### config.mk
export PLATFORM = sky130hd
export DESIGN_NAME = dtc_timer
export DESIGN_NICKNAME = d
export VERILOG_FILES = /design/src/include/dtc_pkg.sv /design/src/logic/dtc_timer.sv
export VERILOG_INCLUDE_DIRS = /design/src /design/src/include
export SDC_FILE = /design/constraint.sdc
export NUM_CORES = 1
export LEC_CHECK = 0
export BUFFER_PORTS_ARGS = -buffer_cell sky130_fd_sc_hd__buf_2
export CAP_MARGIN = 20
export CORE_MARGIN = 2
export CORE_UTILIZATION = 25
export CTS_CLUSTER_DIAMETER = 40
export DETAILED_ROUTE_END_ITERATION = 7
export SLEW_MARGIN = 20
export SYNTH_ARGS = -nofsm -noshare
export SYNTH_HDL_FRONTEND = slang
export SYNTH_SLANG_ARGS = --single-unit
### constraint.sdc
create_clock -name core_clk_i -period 2.94 [get_ports core_clk_i]
set_input_delay 0.441 -clock core_clk_i [delete_from_list [all_inputs] [get_ports core_clk_i]]
set_output_delay 0.441 -clock core_clk_i [all_outputs]
set_load 0.005 [all_outputs]
### src/include/dtc_defs.svh
// Register offsets, field positions, reset values and mode codes for the dual timer
`ifndef DTC_DEFS_SVH
`define DTC_DEFS_SVH
// APB byte offsets
`define DTC_OFF_CTRL     12'h000
`define DTC_OFF_MODE     12'h004
`define DTC_OFF_T0       12'h008
`define DTC_OFF_T1       12'h00c
`define DTC_OFF_ACK      12'h010
`define DTC_OFF_ISTAT    12'h014
`define DTC_OFF_IMASK    12'h018
// Control register bit positions
`define DTC_B_T1_OVF     7
`define DTC_B_T1_RUN     6
`define DTC_B_T0_OVF     5
`define DTC_B_T0_RUN     4
`define DTC_B_X1_FLG     3
`define DTC_B_X1_SNS     2
`define DTC_B_X0_FLG     1
`define DTC_B_X0_SNS     0
// Reset values
`define DTC_RST_BYTE     8'h00
`define DTC_RST_CNT      16'h0000
`define DTC_RST_ST       4'h0
`define DTC_RST_PINS     2'h3
// Mode codes
`define DTC_M_13BIT      2'h0
`define DTC_M_16BIT      2'h1
`define DTC_M_RELOAD     2'h2
`define DTC_M_SPLIT      2'h3
// 13-bit mode prescaler wraps at 5 bits
`define DTC_PRE_MAX      5'h1f
`endif

### src/include/dtc_pkg.sv
// Types shared by the dual timer block
package dtc_pkg;
  // One timer's four mode bits
  typedef struct packed {
    logic       gate;
    logic       ext_src;
    logic [1:0] mode;
  } dtc_tmode_t;
  // Edge/level detector state
  typedef enum logic [1:0] {
    DTC_IDLE = 2'b00,
    DTC_HIGH = 2'b01,
    DTC_LOW  = 2'b11
  } dtc_pin_st_t;
endpackage : dtc_pkg

### src/logic/dtc_timer.sv
// Dual 16-bit timer/counter with control, mode and APB register access
`timescale 1ns/1ns
`include "dtc_defs.svh"

module dtc_timer
  import dtc_pkg::*;
(
  // Clock and reset
  input  wire logic        core_clk_i,
  input  wire logic        sys_rst_i,
  // APB slave
  input  wire logic        psel_i,
  input  wire logic        penable_i,
  input  wire logic        pwrite_i,
  input  wire logic [11:0] paddr_i,
  input  wire logic [31:0] pwdata_i,
  output logic      [31:0] prdata_o,
  output logic             pready_o,
  output logic             pslverr_o,
  // External pins
  input  wire logic [1:0]  count_pin_i,
  input  wire logic [1:0]  external_irq_pin_i,
  // Vectoring acknowledges, bit0 timer0, bit1 timer1
  input  wire logic [1:0]  tmr_vec_ack_i,
  input  wire logic [1:0]  irq_vec_ack_i,
  // Interrupt
  output logic             irq_o
);

  logic [7:0]  timer_control_ff;
  logic [7:0]  timer_mode_ff;
  logic [15:0] cnt0_ff;
  logic [15:0] cnt1_ff;
  logic [4:0]  pre0_ff;
  logic [4:0]  pre1_ff;
  logic [1:0]  cpin_d_ff;
  logic [1:0]  ipin_d_ff;
  logic [3:0]  istat_ff;
  logic [3:0]  imask_ff;
  logic [31:0] prdata_ff;

  dtc_tmode_t  tm0;
  dtc_tmode_t  tm1;
  logic        wr_en;
  logic        rd_en;
  logic        mapped;
  logic [1:0]  tick;
  logic [1:0]  allow;
  logic        split;
  logic        inc_lo0;
  logic        inc_hi0;
  logic        inc1;
  logic        ovf0;
  logic        ovf1;
  logic [15:0] nxt_cnt0;
  logic [15:0] nxt_cnt1;
  logic [4:0]  nxt_pre0;
  logic [4:0]  nxt_pre1;

  assign tm0 = dtc_tmode_t'(timer_mode_ff[3:0]);
  assign tm1 = dtc_tmode_t'(timer_mode_ff[7:4]);
  assign split = (tm0.mode == `DTC_M_SPLIT);

  // APB decode; zero wait states
  assign wr_en  = psel_i & penable_i & pwrite_i;
  assign rd_en  = psel_i & penable_i & ~pwrite_i;
  assign pready_o = 1'b1;
  always_comb begin
    case (paddr_i)
      `DTC_OFF_CTRL, `DTC_OFF_MODE, `DTC_OFF_T0, `DTC_OFF_T1,
      `DTC_OFF_ACK, `DTC_OFF_ISTAT, `DTC_OFF_IMASK: mapped = 1'b1;
      default: mapped = 1'b0;
    endcase
  end
  assign pslverr_o = psel_i & penable_i & ~mapped;

  // Last pin levels for falling-edge detect; idle-high reset avoids a false edge
  always_ff @(posedge core_clk_i or posedge sys_rst_i) begin
    if (sys_rst_i) begin
      cpin_d_ff <= `DTC_RST_PINS;
      ipin_d_ff <= `DTC_RST_PINS;
    end else begin
      cpin_d_ff <= count_pin_i;
      ipin_d_ff <= external_irq_pin_i;
    end
  end
  // Counter input counts falling edges of the count pin when ext_src is set, else every core clock
  assign tick[0] = tm0.ext_src ? (cpin_d_ff[0] & ~count_pin_i[0]) : 1'b1;
  assign tick[1] = tm1.ext_src ? (cpin_d_ff[1] & ~count_pin_i[1]) : 1'b1;
  // Gate: run alone, or run and pin high
  assign allow[0] = timer_control_ff[`DTC_B_T0_RUN]
                    & (~tm0.gate | external_irq_pin_i[0]);
  assign allow[1] = timer_control_ff[`DTC_B_T1_RUN]
                    & (~tm1.gate | external_irq_pin_i[1]);

  // In split mode the high byte runs off the core clock under timer1 run
  assign inc_lo0 = allow[0] & tick[0];
  assign inc_hi0 = split & timer_control_ff[`DTC_B_T1_RUN];
  assign inc1    = allow[1] & tick[1] & (tm1.mode != `DTC_M_SPLIT);

  // Timer 0 next count and overflow
  always_comb begin
    nxt_cnt0 = cnt0_ff;
    nxt_pre0 = pre0_ff;
    ovf0     = 1'b0;
    ovf1     = 1'b0;
    case (tm0.mode)
      `DTC_M_13BIT: begin
        if (inc_lo0) begin
          nxt_pre0 = pre0_ff + 5'h01;
          if (pre0_ff == `DTC_PRE_MAX) begin
            nxt_cnt0[15:8] = cnt0_ff[15:8] + 8'h01;
            ovf0 = (cnt0_ff[15:8] == 8'hff);
          end
        end
      end
      `DTC_M_16BIT: begin
        if (inc_lo0) begin
          nxt_cnt0 = cnt0_ff + 16'h0001;
          ovf0 = (cnt0_ff == 16'hffff);
        end
      end
      `DTC_M_RELOAD: begin
        if (inc_lo0) begin
          ovf0 = (cnt0_ff[7:0] == 8'hff);
          nxt_cnt0[7:0] = ovf0 ? cnt0_ff[15:8] : cnt0_ff[7:0] + 8'h01;
        end
      end
      default: begin
        if (inc_lo0) begin
          nxt_cnt0[7:0] = cnt0_ff[7:0] + 8'h01;
          ovf0 = (cnt0_ff[7:0] == 8'hff);
        end
        if (inc_hi0) begin
          nxt_cnt0[15:8] = cnt0_ff[15:8] + 8'h01;
          ovf1 = (cnt0_ff[15:8] == 8'hff);
        end
      end
    endcase
  end

  // Timer 1 next count; its overflow flag is lent out in split mode
  always_comb begin
    nxt_cnt1 = cnt1_ff;
    nxt_pre1 = pre1_ff;
    case (tm1.mode)
      `DTC_M_13BIT: begin
        if (inc1) begin
          nxt_pre1 = pre1_ff + 5'h01;
          if (pre1_ff == `DTC_PRE_MAX)
            nxt_cnt1[15:8] = cnt1_ff[15:8] + 8'h01;
        end
      end
      `DTC_M_16BIT: begin
        if (inc1)
          nxt_cnt1 = cnt1_ff + 16'h0001;
      end
      `DTC_M_RELOAD: begin
        if (inc1)
          nxt_cnt1[7:0] = (cnt1_ff[7:0] == 8'hff) ? cnt1_ff[15:8] : cnt1_ff[7:0] + 8'h01;
      end
      default: nxt_cnt1 = cnt1_ff;
    endcase
  end

  // Timer 1 overflow event, from its own counter; in split mode ovf1 sets the flag as well
  logic t1_ovf;
  always_comb begin
    case (tm1.mode)
      `DTC_M_13BIT:  t1_ovf = inc1 & (pre1_ff == `DTC_PRE_MAX) & (cnt1_ff[15:8] == 8'hff);
      `DTC_M_16BIT:  t1_ovf = inc1 & (cnt1_ff == 16'hffff);
      `DTC_M_RELOAD: t1_ovf = inc1 & (cnt1_ff[7:0] == 8'hff);
      default:       t1_ovf = 1'b0;
    endcase
  end

  // Counters, writable through APB; a write wins over counting
  always_ff @(posedge core_clk_i or posedge sys_rst_i) begin
    if (sys_rst_i) begin
      cnt0_ff <= `DTC_RST_CNT;
      cnt1_ff <= `DTC_RST_CNT;
      pre0_ff <= 5'h00;
      pre1_ff <= 5'h00;
    end else begin
      cnt0_ff <= (wr_en && paddr_i == `DTC_OFF_T0) ? pwdata_i[15:0] : nxt_cnt0;
      cnt1_ff <= (wr_en && paddr_i == `DTC_OFF_T1) ? pwdata_i[15:0] : nxt_cnt1;
      pre0_ff <= nxt_pre0;
      pre1_ff <= nxt_pre1;
    end
  end

  // External interrupt detect: level when sense 0, falling edge when 1
  logic [1:0] irq_hit;
  assign irq_hit[0] = timer_control_ff[`DTC_B_X0_SNS] ? (ipin_d_ff[0] & ~external_irq_pin_i[0])
                                                   : ~external_irq_pin_i[0];
  assign irq_hit[1] = timer_control_ff[`DTC_B_X1_SNS] ? (ipin_d_ff[1] & ~external_irq_pin_i[1])
                                                   : ~external_irq_pin_i[1];

  // Control register: hardware sets beat clears in the same cycle
  always_ff @(posedge core_clk_i or posedge sys_rst_i) begin
    if (sys_rst_i) begin
      timer_control_ff <= `DTC_RST_BYTE;
    end else begin
      // Software write first, then hardware clears, then sets
      if (wr_en && paddr_i == `DTC_OFF_CTRL)
        timer_control_ff <= pwdata_i[7:0];
      else begin
        if (tmr_vec_ack_i[0]) timer_control_ff[`DTC_B_T0_OVF] <= 1'b0;
        if (tmr_vec_ack_i[1]) timer_control_ff[`DTC_B_T1_OVF] <= 1'b0;
        // Level mode flag follows the pin, edge mode is cleared by vectoring
        if (irq_vec_ack_i[0] && timer_control_ff[`DTC_B_X0_SNS])
          timer_control_ff[`DTC_B_X0_FLG] <= 1'b0;
        if (!timer_control_ff[`DTC_B_X0_SNS]) timer_control_ff[`DTC_B_X0_FLG] <= irq_hit[0];
        if (irq_vec_ack_i[1] && timer_control_ff[`DTC_B_X1_SNS])
          timer_control_ff[`DTC_B_X1_FLG] <= 1'b0;
        if (!timer_control_ff[`DTC_B_X1_SNS]) timer_control_ff[`DTC_B_X1_FLG] <= irq_hit[1];
      end
      if (ovf0) timer_control_ff[`DTC_B_T0_OVF] <= 1'b1;
      if (ovf1 || t1_ovf) timer_control_ff[`DTC_B_T1_OVF] <= 1'b1;
      if (irq_hit[0]) timer_control_ff[`DTC_B_X0_FLG] <= 1'b1;
      if (irq_hit[1]) timer_control_ff[`DTC_B_X1_FLG] <= 1'b1;
    end
  end

  // Bit access to control is done by whole-word write; the spare offset is inert
  // Mode register only takes whole-byte writes
  always_ff @(posedge core_clk_i or posedge sys_rst_i) begin
    if (sys_rst_i) begin
      timer_mode_ff <= `DTC_RST_BYTE;
    end else if (wr_en && paddr_i == `DTC_OFF_MODE) begin
      timer_mode_ff <= pwdata_i[7:0];
    end
  end

  // Sticky status: overflow 0, overflow 1, ext irq 0, ext irq 1; read clears, set wins
  logic [3:0] ev;
  assign ev = {irq_hit[1], irq_hit[0], ovf1 | t1_ovf, ovf0};
  always_ff @(posedge core_clk_i or posedge sys_rst_i) begin
    if (sys_rst_i) begin
      istat_ff <= `DTC_RST_ST;
      imask_ff <= `DTC_RST_ST;
    end else begin
      if (rd_en && paddr_i == `DTC_OFF_ISTAT)
        istat_ff <= ev;
      else
        istat_ff <= istat_ff | ev;
      if (wr_en && paddr_i == `DTC_OFF_IMASK)
        imask_ff <= pwdata_i[3:0];
    end
  end
  assign irq_o = |(istat_ff & imask_ff);

  // Read data registered in the setup cycle so it is valid in access
  always_ff @(posedge core_clk_i or posedge sys_rst_i) begin
    if (sys_rst_i) begin
      prdata_ff <= 32'h0000_0000;
    end else if (psel_i && !penable_i) begin
      case (paddr_i)
        `DTC_OFF_CTRL:  prdata_ff <= {24'h00_0000, timer_control_ff};
        `DTC_OFF_MODE:  prdata_ff <= {24'h00_0000, timer_mode_ff};
        `DTC_OFF_T0:    prdata_ff <= {16'h0000, cnt0_ff};
        `DTC_OFF_T1:    prdata_ff <= {16'h0000, cnt1_ff};
        `DTC_OFF_ISTAT: prdata_ff <= {28'h000_0000, istat_ff | ev};  // Setup-cycle events kept
        `DTC_OFF_IMASK: prdata_ff <= {28'h000_0000, imask_ff};
        default:        prdata_ff <= 32'h0000_0000;
      endcase
    end
  end
  assign prdata_o = prdata_ff;

  // Assertions
  a_run_halt_t1: assert property (@(posedge core_clk_i) disable iff (sys_rst_i)
    (tm1.mode == `DTC_M_SPLIT && !(wr_en && paddr_i == `DTC_OFF_T1))
      |=> cnt1_ff == $past(cnt1_ff)) else $error("timer1 moved in mode 3");
  a_gate_blocks: assert property (@(posedge core_clk_i) disable iff (sys_rst_i)
    (tm0.gate && !external_irq_pin_i[0] && tm0.mode == `DTC_M_16BIT
      && !(wr_en && paddr_i == `DTC_OFF_T0)) |=> cnt0_ff == $past(cnt0_ff))
    else $error("gated timer0 counted");
  a_run_counts: assert property (@(posedge core_clk_i) disable iff (sys_rst_i)
    (!tm0.gate && !tm0.ext_src && timer_control_ff[`DTC_B_T0_RUN]
      && tm0.mode == `DTC_M_16BIT && !wr_en) |=> cnt0_ff == $past(cnt0_ff) + 16'h0001)
    else $error("timer0 did not count");
  a_tf0_set: assert property (@(posedge core_clk_i) disable iff (sys_rst_i)
    ovf0 |=> timer_control_ff[`DTC_B_T0_OVF]) else $error("timer0 flag not set");
  a_tf1_set: assert property (@(posedge core_clk_i) disable iff (sys_rst_i)
    (ovf1 || t1_ovf) |=> timer_control_ff[`DTC_B_T1_OVF])
    else $error("timer1 flag not set");
  a_reload_t0: assert property (@(posedge core_clk_i) disable iff (sys_rst_i)
    (tm0.mode == `DTC_M_RELOAD && ovf0 && !wr_en) |=> cnt0_ff[7:0] == cnt0_ff[15:8])
    else $error("reload failed");
  a_split_hi: assert property (@(posedge core_clk_i) disable iff (sys_rst_i)
    (split && !timer_control_ff[`DTC_B_T1_RUN] && !wr_en)
      |=> cnt0_ff[15:8] == $past(cnt0_ff[15:8])) else $error("high byte ran");
  a_mode_write: assert property (@(posedge core_clk_i) disable iff (sys_rst_i)
    (wr_en && paddr_i == `DTC_OFF_MODE) |=> timer_mode_ff == $past(pwdata_i[7:0]))
    else $error("mode write lost");
  a_edge_flag: assert property (@(posedge core_clk_i) disable iff (sys_rst_i)
    (timer_control_ff[`DTC_B_X0_SNS] && irq_hit[0]) |=> timer_control_ff[`DTC_B_X0_FLG])
    else $error("edge not caught");

endmodule : dtc_timer

==> results by group, run 1 <==
Setup path
  – Worst Path Max Fanout: 3
  – Crit Reg-Reg Endpoint: cnt1_ff[12]
  – Crit-path cells: ha_1 > and3_1 > ha_1 > mux2i_1 > a2111oi_2 > nand3_1 > nor2_1 > xnor2_1 > o21ai_0
  – Origin of the critical flop-to-flop path: pre1_ff[0]
  – R2R Setup Slk: around 0.65 ns
  – Required arrival time at the worst endpoint: around 3.2 ns
  – Max stage delay on crit path: just under 0.6 ns
  – Worst R2R Path Depth: 9
  – Most common cell on crit path: ha_1
  – Kind of critical path: reg -> reg
  – Data arrival time of the worst path: around 2.5 ns
  – Type of destination of the critical path: flop
  – Kind of launch point of the worst setup path: flop
  – Critical Path Slowest Stage Cell: a2111oi_2

Run
  – Count of maximum capacitance violations: 0

GRT
  – Met3 Resource Use GR: under 10%
  – Wire length of the first global-routing pass: 23600 um
  – Global-route total usage across every layer: between 10% and 20%
  – GR Overflow Total: 0
  – Pin count of the biggest net entering global routing: 87
  – Number of global-route vias before repair: roughly 4200
  – Antenna violations before repair: 0
  – Peak-usage layer in the global routing report: met2
  – GRT met1 Usage: between 10% and 20%
  – Met2 usage: between 20% and 30%

Floorplan
  – Floorplan die area: roughly 22000 um2
  – Die extent in x: 148 um
  – Vertical die dimension: approximately 150 um
  – Area inside the core boundary: roughly 20000 um2
  – Boundary pin count: 92
  – Starting density of the core: approximately a quarter
  – Number of placement rows: between 50 and 60

Synth
  – Sequential cell area fraction in the yosys report: approximately two fifths
  – Top post-synthesis cells by count: dfrtp_1, nand2_1, nor2_1, a21oi_1, o21ai_0
  – Number of enable-type register cells in the synthesized netlist: 0
  – Library cell occupying the most area in the post-synthesis netlist: dfrtp_1
  – Number of distinct library cell variants in the gate-level netlist after synthesis: 60
  – Warning count from the yosys run: 0
  – Ys async rst share: 100%
  – Register bit count reported by yosys: 86
  – Most area-consuming cells after synthesis: dfrtp_1, nand2_1, nor2_1
  – Post-synthesis instance area: 5170 um2
  – Post-synthesis instance total: between 500 and 600
  – Area share of the leading cell type in the synthesized netlist: just under 40%
  – Mean instance size in the synthesized netlist: 9.09 um2
  – Most common cell in the synthesized netlist: dfrtp_1
  – Predominant post-synthesis flop cell: dfrtp_1

Placement
  – Number of buffers added on ports: a little under 60
  – Placed instance area: around 5700 um2
  – Weighted congestion at the end of routability-driven global placement: ~0.86
  – Total half-perimeter wirelength after legalization and detailed placement: ~11000 um
  – DP Cell Count: approximately 900

Outcome
  – Status: complete, no violations

Route
  – Via density per instance: just over 5
  – Post-route ant nets: 0
  – Post-route DRC violation count: 0
  – Total via count in the routed design: around 4500
  – Number of DRC markers in iteration 0: 330
  – Final routed wire length divided by cell count: roughly 16 um
  – Detailed-route wire length: around 15000 um
  – Initial DRT Pass Iterations: 5

Clock tree
  – Clock root buffer: clkbuf_16
  – H-tree levels: 3
  – Number of buffers on the longest clock path: 2
  – Clk_lat worst skew: approximately 0.34 ns
  – TritonCTS Buffers: 9
  – CTS tree: yes
  – Total setup buffers inserted after CTS: 0
  – Resized cells post-CTS: 0
  – Clock input transition at the sequential cells of the worst setup and hold paths: around 0.070 ns
  – Hold-fix buffers at CTS: 0
  – Number of sinks handled by clock tree synthesis: 86

Layout
  – Filler Cell Count: approximately 2200
  – Multi-input combinational cell area: between 2000 and 3000 um2
  – Share of cells above drive strength 1: 19.3%
  – Finished Core Util: around 30%
  – Area occupied by registers: ~2200 um2
  – Area added between synthesis and finish: 16.7%
  – Number of nets at the end of the flow: ~700
  – Diodes inserted: 0
  – Final instance count without filler cells: between 900 and 1000
  – Non-Filler Cell Area, Final: 6040 um2

Timing
  – Number of max-slew violations in the final report: 0
  – Worst setup skew after layout: between 0.008 and 0.009 ns
  – Fin crit period: 2.29 ns
  – Relative slew margins: ~43%
  – RSZ-0062 raised after global routing: no
  – Maximum frequency from static timing analysis: roughly 0.44 GHz
  – Setup-failing EPs final: 0
  – Hold Fails Final Rpt: 0
  – Post-route setup TNS: 0 ns
  – Fraction of the cycle the final worst path needs: ~78%
  – Transition time of the tightest slew-check pin: around 0.85 ns

Pwr
  – IR drop worst, VDD: 208 uV
  – Leakage: 2.62 nW
  – Total power divided by cell area: 425 nW/um2

Hold path
  – Type of the most critical hold path: in -> async
final cells by class:
type / instances / share of cell area [%]
clock buffer: 11 / 3.85
inverter: 20 / 1.26
clock inverter: 5 / 0.995
tap: 270 / 5.59
timing repair buffer: 70 / 6.51
sequential: 86 / 35.7
multi-input combinational: 439 / 46.1
placed cells by master, fill, tap and decap left out, drive strengths merged, types with 3 or more instances in the layout:
master   count
nand4       12
a21oi       41
o22ai        3
mux2        18
and2         5
nand2       69
dfstp        4
xnor2       10
o31ai        3
xor2        10
buf         70
clkinv       4
mux2i        6
ha          16
nor2        60
a211oi       4
nor4        10
nand3       19
a31oi        6
nor3        11
a21o         4
conb        17
clkbuf      11
a222oi       4
mux4         4
o21a         4
nand2b       8
a221oi      11
inv         19
o21ai       33
and3        13
nor2b        7
a22oi        3
o211ai       6
dfrtp       82
o2111ai      3
sequential cells by signal (all words and copies together) (netlist names), 5 cells and up:
signal,cells
cnt0_ff,16
cnt1_ff,16
prdata_o,16
pre0_ff,5
pre1_ff,5
timer_control_ff,8
timer_mode_ff,8
per-layer routing:
metal / routed length, um / vias up / part of all wire [%]
met2: 7130 / 144 / 48
met5: 0 / - / 0
met3: 621 / 17 / 4.2
li1: - / 2131 / -
met4: 335 / 0 / 2.3
met1: 6650 / 2238 / 45
critical path: cells and delay by family (launching register included):
family	cells	cell delay, ns
AO/OA/AOI/OAI	2	0.67
AND/OR/NAND/NOR	3	0.54
flip-flops	1	0.39
adder cells (fa/ha/maj)	2	0.34
XOR/XNOR	1	0.12
multiplexers	1	0.10
metrics by stage:
step | setup slack [ns] | hold slack, ns | total power [mW]
6_report | 0.652 | 0.187 | 2.56
2_1_floorplan | 0.284 | 0.434 | 1.35
5_1_grt | 0.453 | 0.206 | 2.67
3_5_place_dp | 0.666 | 0.461 | 1.44
3_3_place_gp | 0.696 | 0.456 | 1.44
4_1_cts | 0.657 | 0.206 | 2.59
logic make-up after synthesis:
family	count (synthesis)	share of synthesized area, %
AND/OR/NAND/NOR	225	21.6
other	2	0.145
flip-flops	86	41.7
multiplexers	28	6.89
buffers and inverters	59	5.73
AO/OA/AOI/OAI	133	16.7
adder cells (fa/ha/maj)	16	3.87
XOR/XNOR	20	3.39
worst max-delay path by stage:
stage | from | endpoint | slack (ns) | cells after the start
global route | pre1_ff[0] | cnt1_ff[12] | 0.45 | 9
floorplan | sys_rst_i | cnt0_ff[0] | 0.28 | 1
detailed placement | pre1_ff[0] | cnt1_ff[12] | 0.67 | 9
finish | pre1_ff[0] | cnt1_ff[12] | 0.65 | 9
global placement | pre1_ff[0] | cnt1_ff[12] | 0.70 | 9
CTS | pre1_ff[0] | cnt1_ff[12] | 0.66 | 9
power by group:
part / leakage [nW] / switching (mW) / internal, mW
Sequential: 1.10 / 0.0177 / 1.21
Combinational: 1.38 / 0.115 / 0.0680
Clock: 0.140 / 0.489 / 0.661
Total: 2.62 / 0.621 / 1.94
No activity file was read; power rests on OpenSTA's default activity.
==> run 2, diff against run 1 <==
clock period = 2 ns   (was 2.94 ns; I/O delays follow)
==> results by group, run 2 (same netlist as run 1, synthesis figures left out) <==
Outcome
  – Status: finished, violations left
  – Failing checks: hold timing, setup timing

Layout
  – Area added between synthesis and finish: 31.6%
  – Number of nets at the end of the flow: 769 (+10%)
  – Multi-input combinational cell area: 2990 um2 (+7.3%)
  – Most common cell after layout, fill and taps aside: dfrtp_1
  – Commonest non-fill, non-tap cells in the layout: dfrtp_1, buf_4, nand2_1
  – Filler Cell Count: 2128 (-3.1%)
  – Diodes inserted: 0 (unchanged)
  – Non-Filler Cell Area, Final: 6810 um2 (+13%)
  – Area occupied by registers: 2160 um2 (about the same)
  – Share of cells above drive strength 1: 32.5% (+13 points)
  – Final instance count without filler cells: 971 (+7.8%)

Clock tree
  – Number of sinks handled by clock tree synthesis: 86 (unchanged)
  – TritonCTS Buffers: 9 (unchanged)
  – Number of buffers on the longest clock path: 2 (unchanged)
  – CTS tree: yes
  – H-tree levels: 3 (unchanged)
  – Clk_lat worst skew: 0.35 ns (about the same)
  – Clock root buffer: clkbuf_16
  – Clock input transition at the sequential cells of the worst setup and hold paths: 0.07 ns (about the same)
  – Hold-fix buffers at CTS: 0 (unchanged)

GRT
  – Wire length of the first global-routing pass: 25100 um (+6.0%)
  – Antenna violations before repair: 0 (unchanged)
  – Global-route total usage across every layer: 14.7% (+0.96 points)
  – GR Overflow Total: 0 (unchanged)
  – Number of global-route vias before repair: 4604 (+8.4%)
  – Pin count of the biggest net entering global routing: 41 (-53%)

Timing
  – RSZ-0062 raised after global routing: yes
  – Setup-failing EPs final: 1 (+1)
  – Hold Fails Final Rpt: 10 (+10)
  – Transition time of the tightest slew-check pin: 0.536 ns (-0.311 ns)
  – Fraction of the cycle the final worst path needs: 102% (+24 points)
  – Number of max-slew violations in the final report: 0 (unchanged)
  – Worst setup skew after layout: 0.00969 ns (+0.000724 ns)
  – Final setup margin: -0.0389 ns (-0.691 ns)
  – Fin crit period: 2.04 ns (-0.249 ns)
  – Maximum frequency from static timing analysis: 0.490 GHz (+12%)
  – Worst hold slack: -0.00380 ns (-0.190 ns)
  – Relative slew margins: 64.2% (+21 points)

Setup path
  – Origin of the critical flop-to-flop path: pre0_ff[0]
  – Max stage delay on crit path: 0.38 ns (-0.21 ns)
  – Worst path top cell family by delay: compound AO/OA/AOI/OAI gates
  – Kind of critical path: reg -> reg
  – Worst R2R Path Depth: 10 (+1)
  – Count of buffering cells on the critical path with inverters included: 1 (+1)
  – Crit-path cells: ha_2 > and3_4 > ha_4 > and2_4 > o2111ai_4 > a31oi_4 > buf_6 > and4b_1 > o31ai_2 > o211ai_1
  – Critical Path Slowest Stage Cell: dfrtp_1
  – Data arrival time of the worst path: 2.26 ns (-0.24 ns)
  – R2R Setup Slk: -0.04 ns (-0.69 ns)
  – Crit Reg-Reg Endpoint: cnt0_ff[9]
  – Type of destination of the critical path: flop
  – Kind of launch point of the worst setup path: flop
  – Required arrival time at the worst endpoint: 2.22 ns (-0.94 ns)
  – Worst Path Max Fanout: 5 (+2)

Floorplan
  – Floorplan die area: 21900 um2 (unchanged)
  – Die extent in x: 148 um (unchanged)
  – Area inside the core boundary: 20300 um2 (unchanged)
  – Number of placement rows: 52 (unchanged)
  – Boundary pin count: 92 (unchanged)
  – Starting density of the core: 25.5% (unchanged)
  – Vertical die dimension: 148 um (unchanged)

Pwr
  – Sequential power share: 48.4% (+0.4 points)
  – Proportion of power drawn by the clock network: 43.5% (-1.3 points)
  – Total internal power: 2.78 mW (+43%)
  – Part of the power in combinational logic: 8.1% (+1.0 points)
  – Leakage: 2.97 nW (+13%)
  – Total power divided by cell area: 548 nW/um2 (+29%)
  – Net switching power: 0.949 mW (+53%)
  – Switch share: 25.4% (+1.2 points)
  – IR drop worst, VDD: 310 uV (+49%)

Route
  – Number of DRC markers in iteration 0: 421 (+28%)
  – Detailed-route wire length: 16200 um (+9.9%)
  – Initial DRT Pass Iterations: 5 (unchanged)
  – Total via count in the routed design: 4793 (+5.8%)
  – Post-route ant nets: 0 (unchanged)
  – Post-route DRC violation count: 0 (unchanged)
  – Via density per instance: 4.94 (-1.8%)
  – Final routed wire length divided by cell count: 16.7 um (+2.0%)

Run
  – Count of maximum capacitance violations: 0 (unchanged)

Placement
  – DP Cell Count: 939 (+6.1%)
  – Number of buffers added on ports: 58 (unchanged)
  – Placed instance area: 6190 um2 (+7.7%)
  – Weighted congestion at the end of routability-driven global placement: 0.883 (+2.2%)
  – Total half-perimeter wirelength after legalization and detailed placement: 12000 um (+8.9%)

Hold path
  – Type of the most critical hold path: in -> async
==> run 2: changes by cell type in the layout (fill, tap and decap cells not counted), sizes merged <==
cell | previous run | this run
buf | 70 | 140
bufinv | 1 | 0
clkbuf | 11 | 10
clkinv | 4 | 2
clkinvlp | 1 | 4
inv | 19 | 20
==> run 2: area by class of cell <==
| cell class | instances | area share, % |
|---|---|---|
| Clock buffer | 10 | 3.51 |
| Timing Repair Buffer | 140 | 14.1 |
| Inverter | 20 | 1.16 |
| Tap cell | 270 | 4.96 |
| Multi-Input combinational cell | 439 | 43.9 |
| Clock inverter | 6 | 0.662 |
| Sequential cell | 86 | 31.7 |
==> run 2: through the flow <==
| step | hold slack [ns] | power (mW) | setup WS, ns | utilization, % | TNS [ns] |
|---|---|---|---|---|---|
| 2_1_floorplan | 0.304 | 1.99 | 0.00102 | - | 0 |
| 3_3_place_gp | 0.375 | 2.14 | -0.0678 | 30.5 | -0.0905 |
| 3_5_place_dp | 0.376 | 2.14 | -0.0932 | 30.5 | -0.200 |
| 4_1_cts | 0.00918 | 3.76 | -0.0417 | 32.5 | -0.0833 |
| 5_1_grt | 0.0280 | 3.87 | -0.125 | 33.5 | -1.00 |
| 6_report | -0.00380 | 3.73 | -0.0389 | 33.5 | -0.0389 |
==> run 2: repair_timing <==
| item | in CTS | in global routing |
|---|---|---|
| cloned | 1 | 0 |
| buffers inserted | 6 | 9 |
| pin swaps | 7 | 20 |
| setup endpoints to repair | 5 | 33 |
| gates resized for setup | 14 | 33 |
==> run 2: power by group through the flow <==
| stage | clock network (mW) | registers, mW | logic, mW |
|---|---|---|---|
| finish | 1.62 | 1.81 | 0.301 |
| floorplan | 0 | 1.84 | 0.150 |
| CTS | 1.65 | 1.81 | 0.305 |
| detailed placement | 0 | 1.84 | 0.303 |
| global route | 1.73 | 1.81 | 0.335 |
| global placement | 0 | 1.84 | 0.301 |
==> run 2: per-layer routing <==
metal | vias up | track usage, % | part of all wire [%] | wire length (um)
met5 | - | 0 | 0 | 0
met4 | 0 | 5.86 | 2.7 | 432
met3 | 34 | 1.88 | 4.1 | 668
met2 | 146 | 24.5 | 49 | 8010
met1 | 2345 | 19.3 | 44 | 7100
li1 | 2268 | - | - | -
==> run 2: how the worst max path moves through the flow <==
stage                              to        from  cells past startpoint
after floorplan            cnt0_ff[9]  pre0_ff[0]                     10
after global placement     cnt0_ff[9]  pre0_ff[1]                     10
after detailed placement   cnt0_ff[9]  pre0_ff[1]                     10
after CTS                  cnt0_ff[9]  pre0_ff[0]                     10
after global routing      cnt1_ff[10]  pre1_ff[0]                     10
final                      cnt0_ff[9]  pre0_ff[0]                     10
==> run 3, diff against run 2 <==
CTS_BUF_LIST = sky130_fd_sc_hd__clkbuf_8   (was not set)
==> results by group, run 3 (same netlist as run 1, synthesis figures left out) <==
Outcome
  – Status: finished, violations left
  – Failing checks: setup timing

Hold path
  – Type of the most critical hold path: in -> reg
  – Min-Delay Startpoint: count_pin_i[0]
  – Worst hold path stage count: 1

Pwr
  – Net switching power: 0.888 mW (-6.4%)
  – Part of the power in combinational logic: 9.2% (+1.1 points)
  – Total power divided by cell area: 488 nW/um2 (-11%)
  – Sequential power share: 55.1% (+6.7 points)
  – Total internal power: 2.39 mW (-14%)
  – Leakage: 2.92 nW (-1.7%)
  – IR drop worst, VDD: 256 uV (-17%)
  – Proportion of power drawn by the clock network: 35.7% (-7.8 points)
  – Switch share: 27.1% (+1.7 points)

Setup path
  – Worst setup path startpoint: pre0_ff[0]
  – Kind of critical path: reg -> reg
  – Worst Path Max Fanout: 5 (unchanged)
  – Required arrival time at the worst endpoint: 2.25 ns (+0.03 ns)
  – Origin of the critical flop-to-flop path: pre0_ff[0]
  – Data arrival time of the worst path: 2.27 ns (about the same)
  – Type of destination of the critical path: flop
  – Kind of launch point of the worst setup path: flop
  – Worst R2R Path Depth: 10 (unchanged)

Timing
  – Maximum frequency from static timing analysis: 0.494 GHz (+0.65%)
  – Fraction of the cycle the final worst path needs: 101% (-0.66 points)
  – Number of max-slew violations in the final report: 0 (unchanged)
  – Fin crit period: 2.03 ns (-0.0132 ns)
  – Transition time of the tightest slew-check pin: 0.537 ns (+0.00170 ns)
  – Hold Fails Final Rpt: 0 (-10)
  – Post-route setup TNS: -0.0257 ns (+0.0132 ns)
  – Final setup margin: -0.0257 ns (+0.0132 ns)
  – Relative slew margins: 64.1% (-0.11 points)
  – Setup-failing EPs final: 1 (unchanged)
  – RSZ-0062 raised after global routing: yes
  – Worst setup skew after layout: 0.0138 ns (+0.00410 ns)

GRT
  – Number of global-route vias before repair: 4575 (-0.63%)
  – Antenna violations before repair: 0 (unchanged)
  – Global-route total usage across every layer: 14.5% (-0.16 points)
  – Wire length of the first global-routing pass: 24800 um (-1.1%)
  – GR Overflow Total: 0 (unchanged)
  – Pin count of the biggest net entering global routing: 41 (unchanged)

Layout
  – Commonest non-fill, non-tap cells in the layout: dfrtp_1, buf_4, nand2_1
  – Share of cells above drive strength 1: 32.1% (-0.43 points)
  – Number of nets at the end of the flow: 769 (unchanged)
  – Filler Cell Count: 2137 (+0.42%)
  – Area added between synthesis and finish: 29.7%
  – Multi-input combinational cell area: 2990 um2 (+0.13%)
  – Diodes inserted: 0 (unchanged)
  – Area occupied by registers: 2160 um2 (unchanged)
  – Finished Core Util: 33.0% (-0.49 points)
  – Most common cell after layout, fill and taps aside: dfrtp_1
  – Final instance count without filler cells: 971 (unchanged)

Run
  – Count of maximum capacitance violations: 0 (unchanged)

Floorplan
  – Vertical die dimension: 148 um (unchanged)
  – Die extent in x: 148 um (unchanged)
  – Number of placement rows: 52 (unchanged)
  – Area inside the core boundary: 20300 um2 (unchanged)
  – Boundary pin count: 92 (unchanged)
  – Starting density of the core: 25.5% (unchanged)
  – Floorplan die area: 21900 um2 (unchanged)

Placement
  – Number of buffers added on ports: 58 (unchanged)
  – Weighted congestion at the end of routability-driven global placement: 0.883 (unchanged)
  – Total half-perimeter wirelength after legalization and detailed placement: 12000 um (unchanged)
  – DP Cell Count: 939 (unchanged)

Route
  – Detailed-route wire length: 16000 um (-1.3%)
  – Via density per instance: 4.88 (-1.1%)
  – Number of DRC markers in iteration 0: 376 (-11%)
  – Post-route ant nets: 0 (unchanged)
  – Post-route DRC violation count: 0 (unchanged)
  – Initial DRT Pass Iterations: 5 (unchanged)
  – Total via count in the routed design: 4742 (-1.1%)
  – Final routed wire length divided by cell count: 16.5 um (-1.3%)

Clock tree
  – TritonCTS Buffers: 9 (unchanged)
  – Clk_lat worst skew: 0.37 ns (+0.02 ns)
  – Clock input transition at the sequential cells of the worst setup and hold paths: 0.09 ns (+0.02 ns)
  – Number of buffers on the longest clock path: 2 (unchanged)
  – Clock root buffer: clkbuf_8
  – Number of sinks handled by clock tree synthesis: 86 (unchanged)
  – H-tree levels: 3 (unchanged)
  – CTS tree: yes
run 3: cell types whose count changed in the layout (fill, tap and decap cells not counted), moves of 3 or more:
| cell | delta |
|---|---|
| clkbuf_16 | -9 |
| clkbuf_8 | +9 |
| nand3_1 | +3 |
| nand3_2 | -3 |
run 3: worst paths after layout:
check	endpoint	slack [ns]
worst min-delay path	cpin_d_ff[0]	0.03
worst max register to register	cnt0_ff[9]	-0.03
max in group asynchronous	prdata_o[15]	0.90
worst min register to register	pre1_ff[3]	0.48
min in group asynchronous	imask_ff[2]	0.52
worst max-delay path	cnt0_ff[9]	-0.03
run 3: cell type report:
cell class | instances | share of cell area [%]
clock inverters | 6 | 0.672
well taps | 270 | 5.04
clock buffers | 10 | 2.05
multi-input cells | 439 | 44.6
repair buffers | 140 | 14.3
flip-flops and latches | 86 | 32.2
inverters | 20 | 1.18
run 3: stage by stage:
| step | hold slack [ns] | worst slack (ns) | instance area [um2] | power, mW |
|---|---|---|---|---|
| floorplan | 0.304 | 0.00102 | 5250 | 1.99 |
| global placement | 0.375 | -0.0678 | 6190 | 2.14 |
| detailed placement | 0.376 | -0.0932 | 6190 | 2.14 |
| CTS | 0.0125 | -0.0482 | 6490 | 3.32 |
| global route | 0.0145 | -0.124 | 6710 | 3.43 |
| finish | 0.0342 | -0.0257 | 6710 | 3.28 |
run 3: power groups by stage:
stage                     Clock, mW  Combinational [mW]  Sequential (mW)
final                          1.17               0.302             1.80
after detailed placement          0               0.303             1.84
after global routing           1.28               0.337             1.81
after CTS                      1.21               0.306             1.80
after global placement            0               0.301             1.84
after floorplan                   0               0.150             1.84
run 3: layer usage:
metal / share of wire, % / track usage (%)
met5: 0 / 0
met3: 5.1 / 2.56
met2: 48 / 23.7
met1: 44 / 19.1
met4: 2.9 / 5.76
run 3: timing repair:
| action | 4_1_cts | 5_1_grt |
|---|---|---|
| pin swaps | 6 | 16 |
| setup buffers | 6 | 8 |
| endpoints found under the hold margin | 17 | 0 |
| resized for setup | 10 | 38 |
| setup endpoints to repair | 6 | 32 |
| cloned | 1 | 0 |
| hold buffers | 1 | 0 |
run 3: critical path, cell delays in order, from the launching register on:
cell and delay [ns]:
dfrtp_1 0.39, ha_2 0.19, and3_4 0.17, ha_4 0.15
and2_4 0.13, o2111ai_4 0.10, a31oi_4 0.14, buf_6 0.16
and4b_1 0.18, o31ai_2 0.19, o211ai_1 0.11
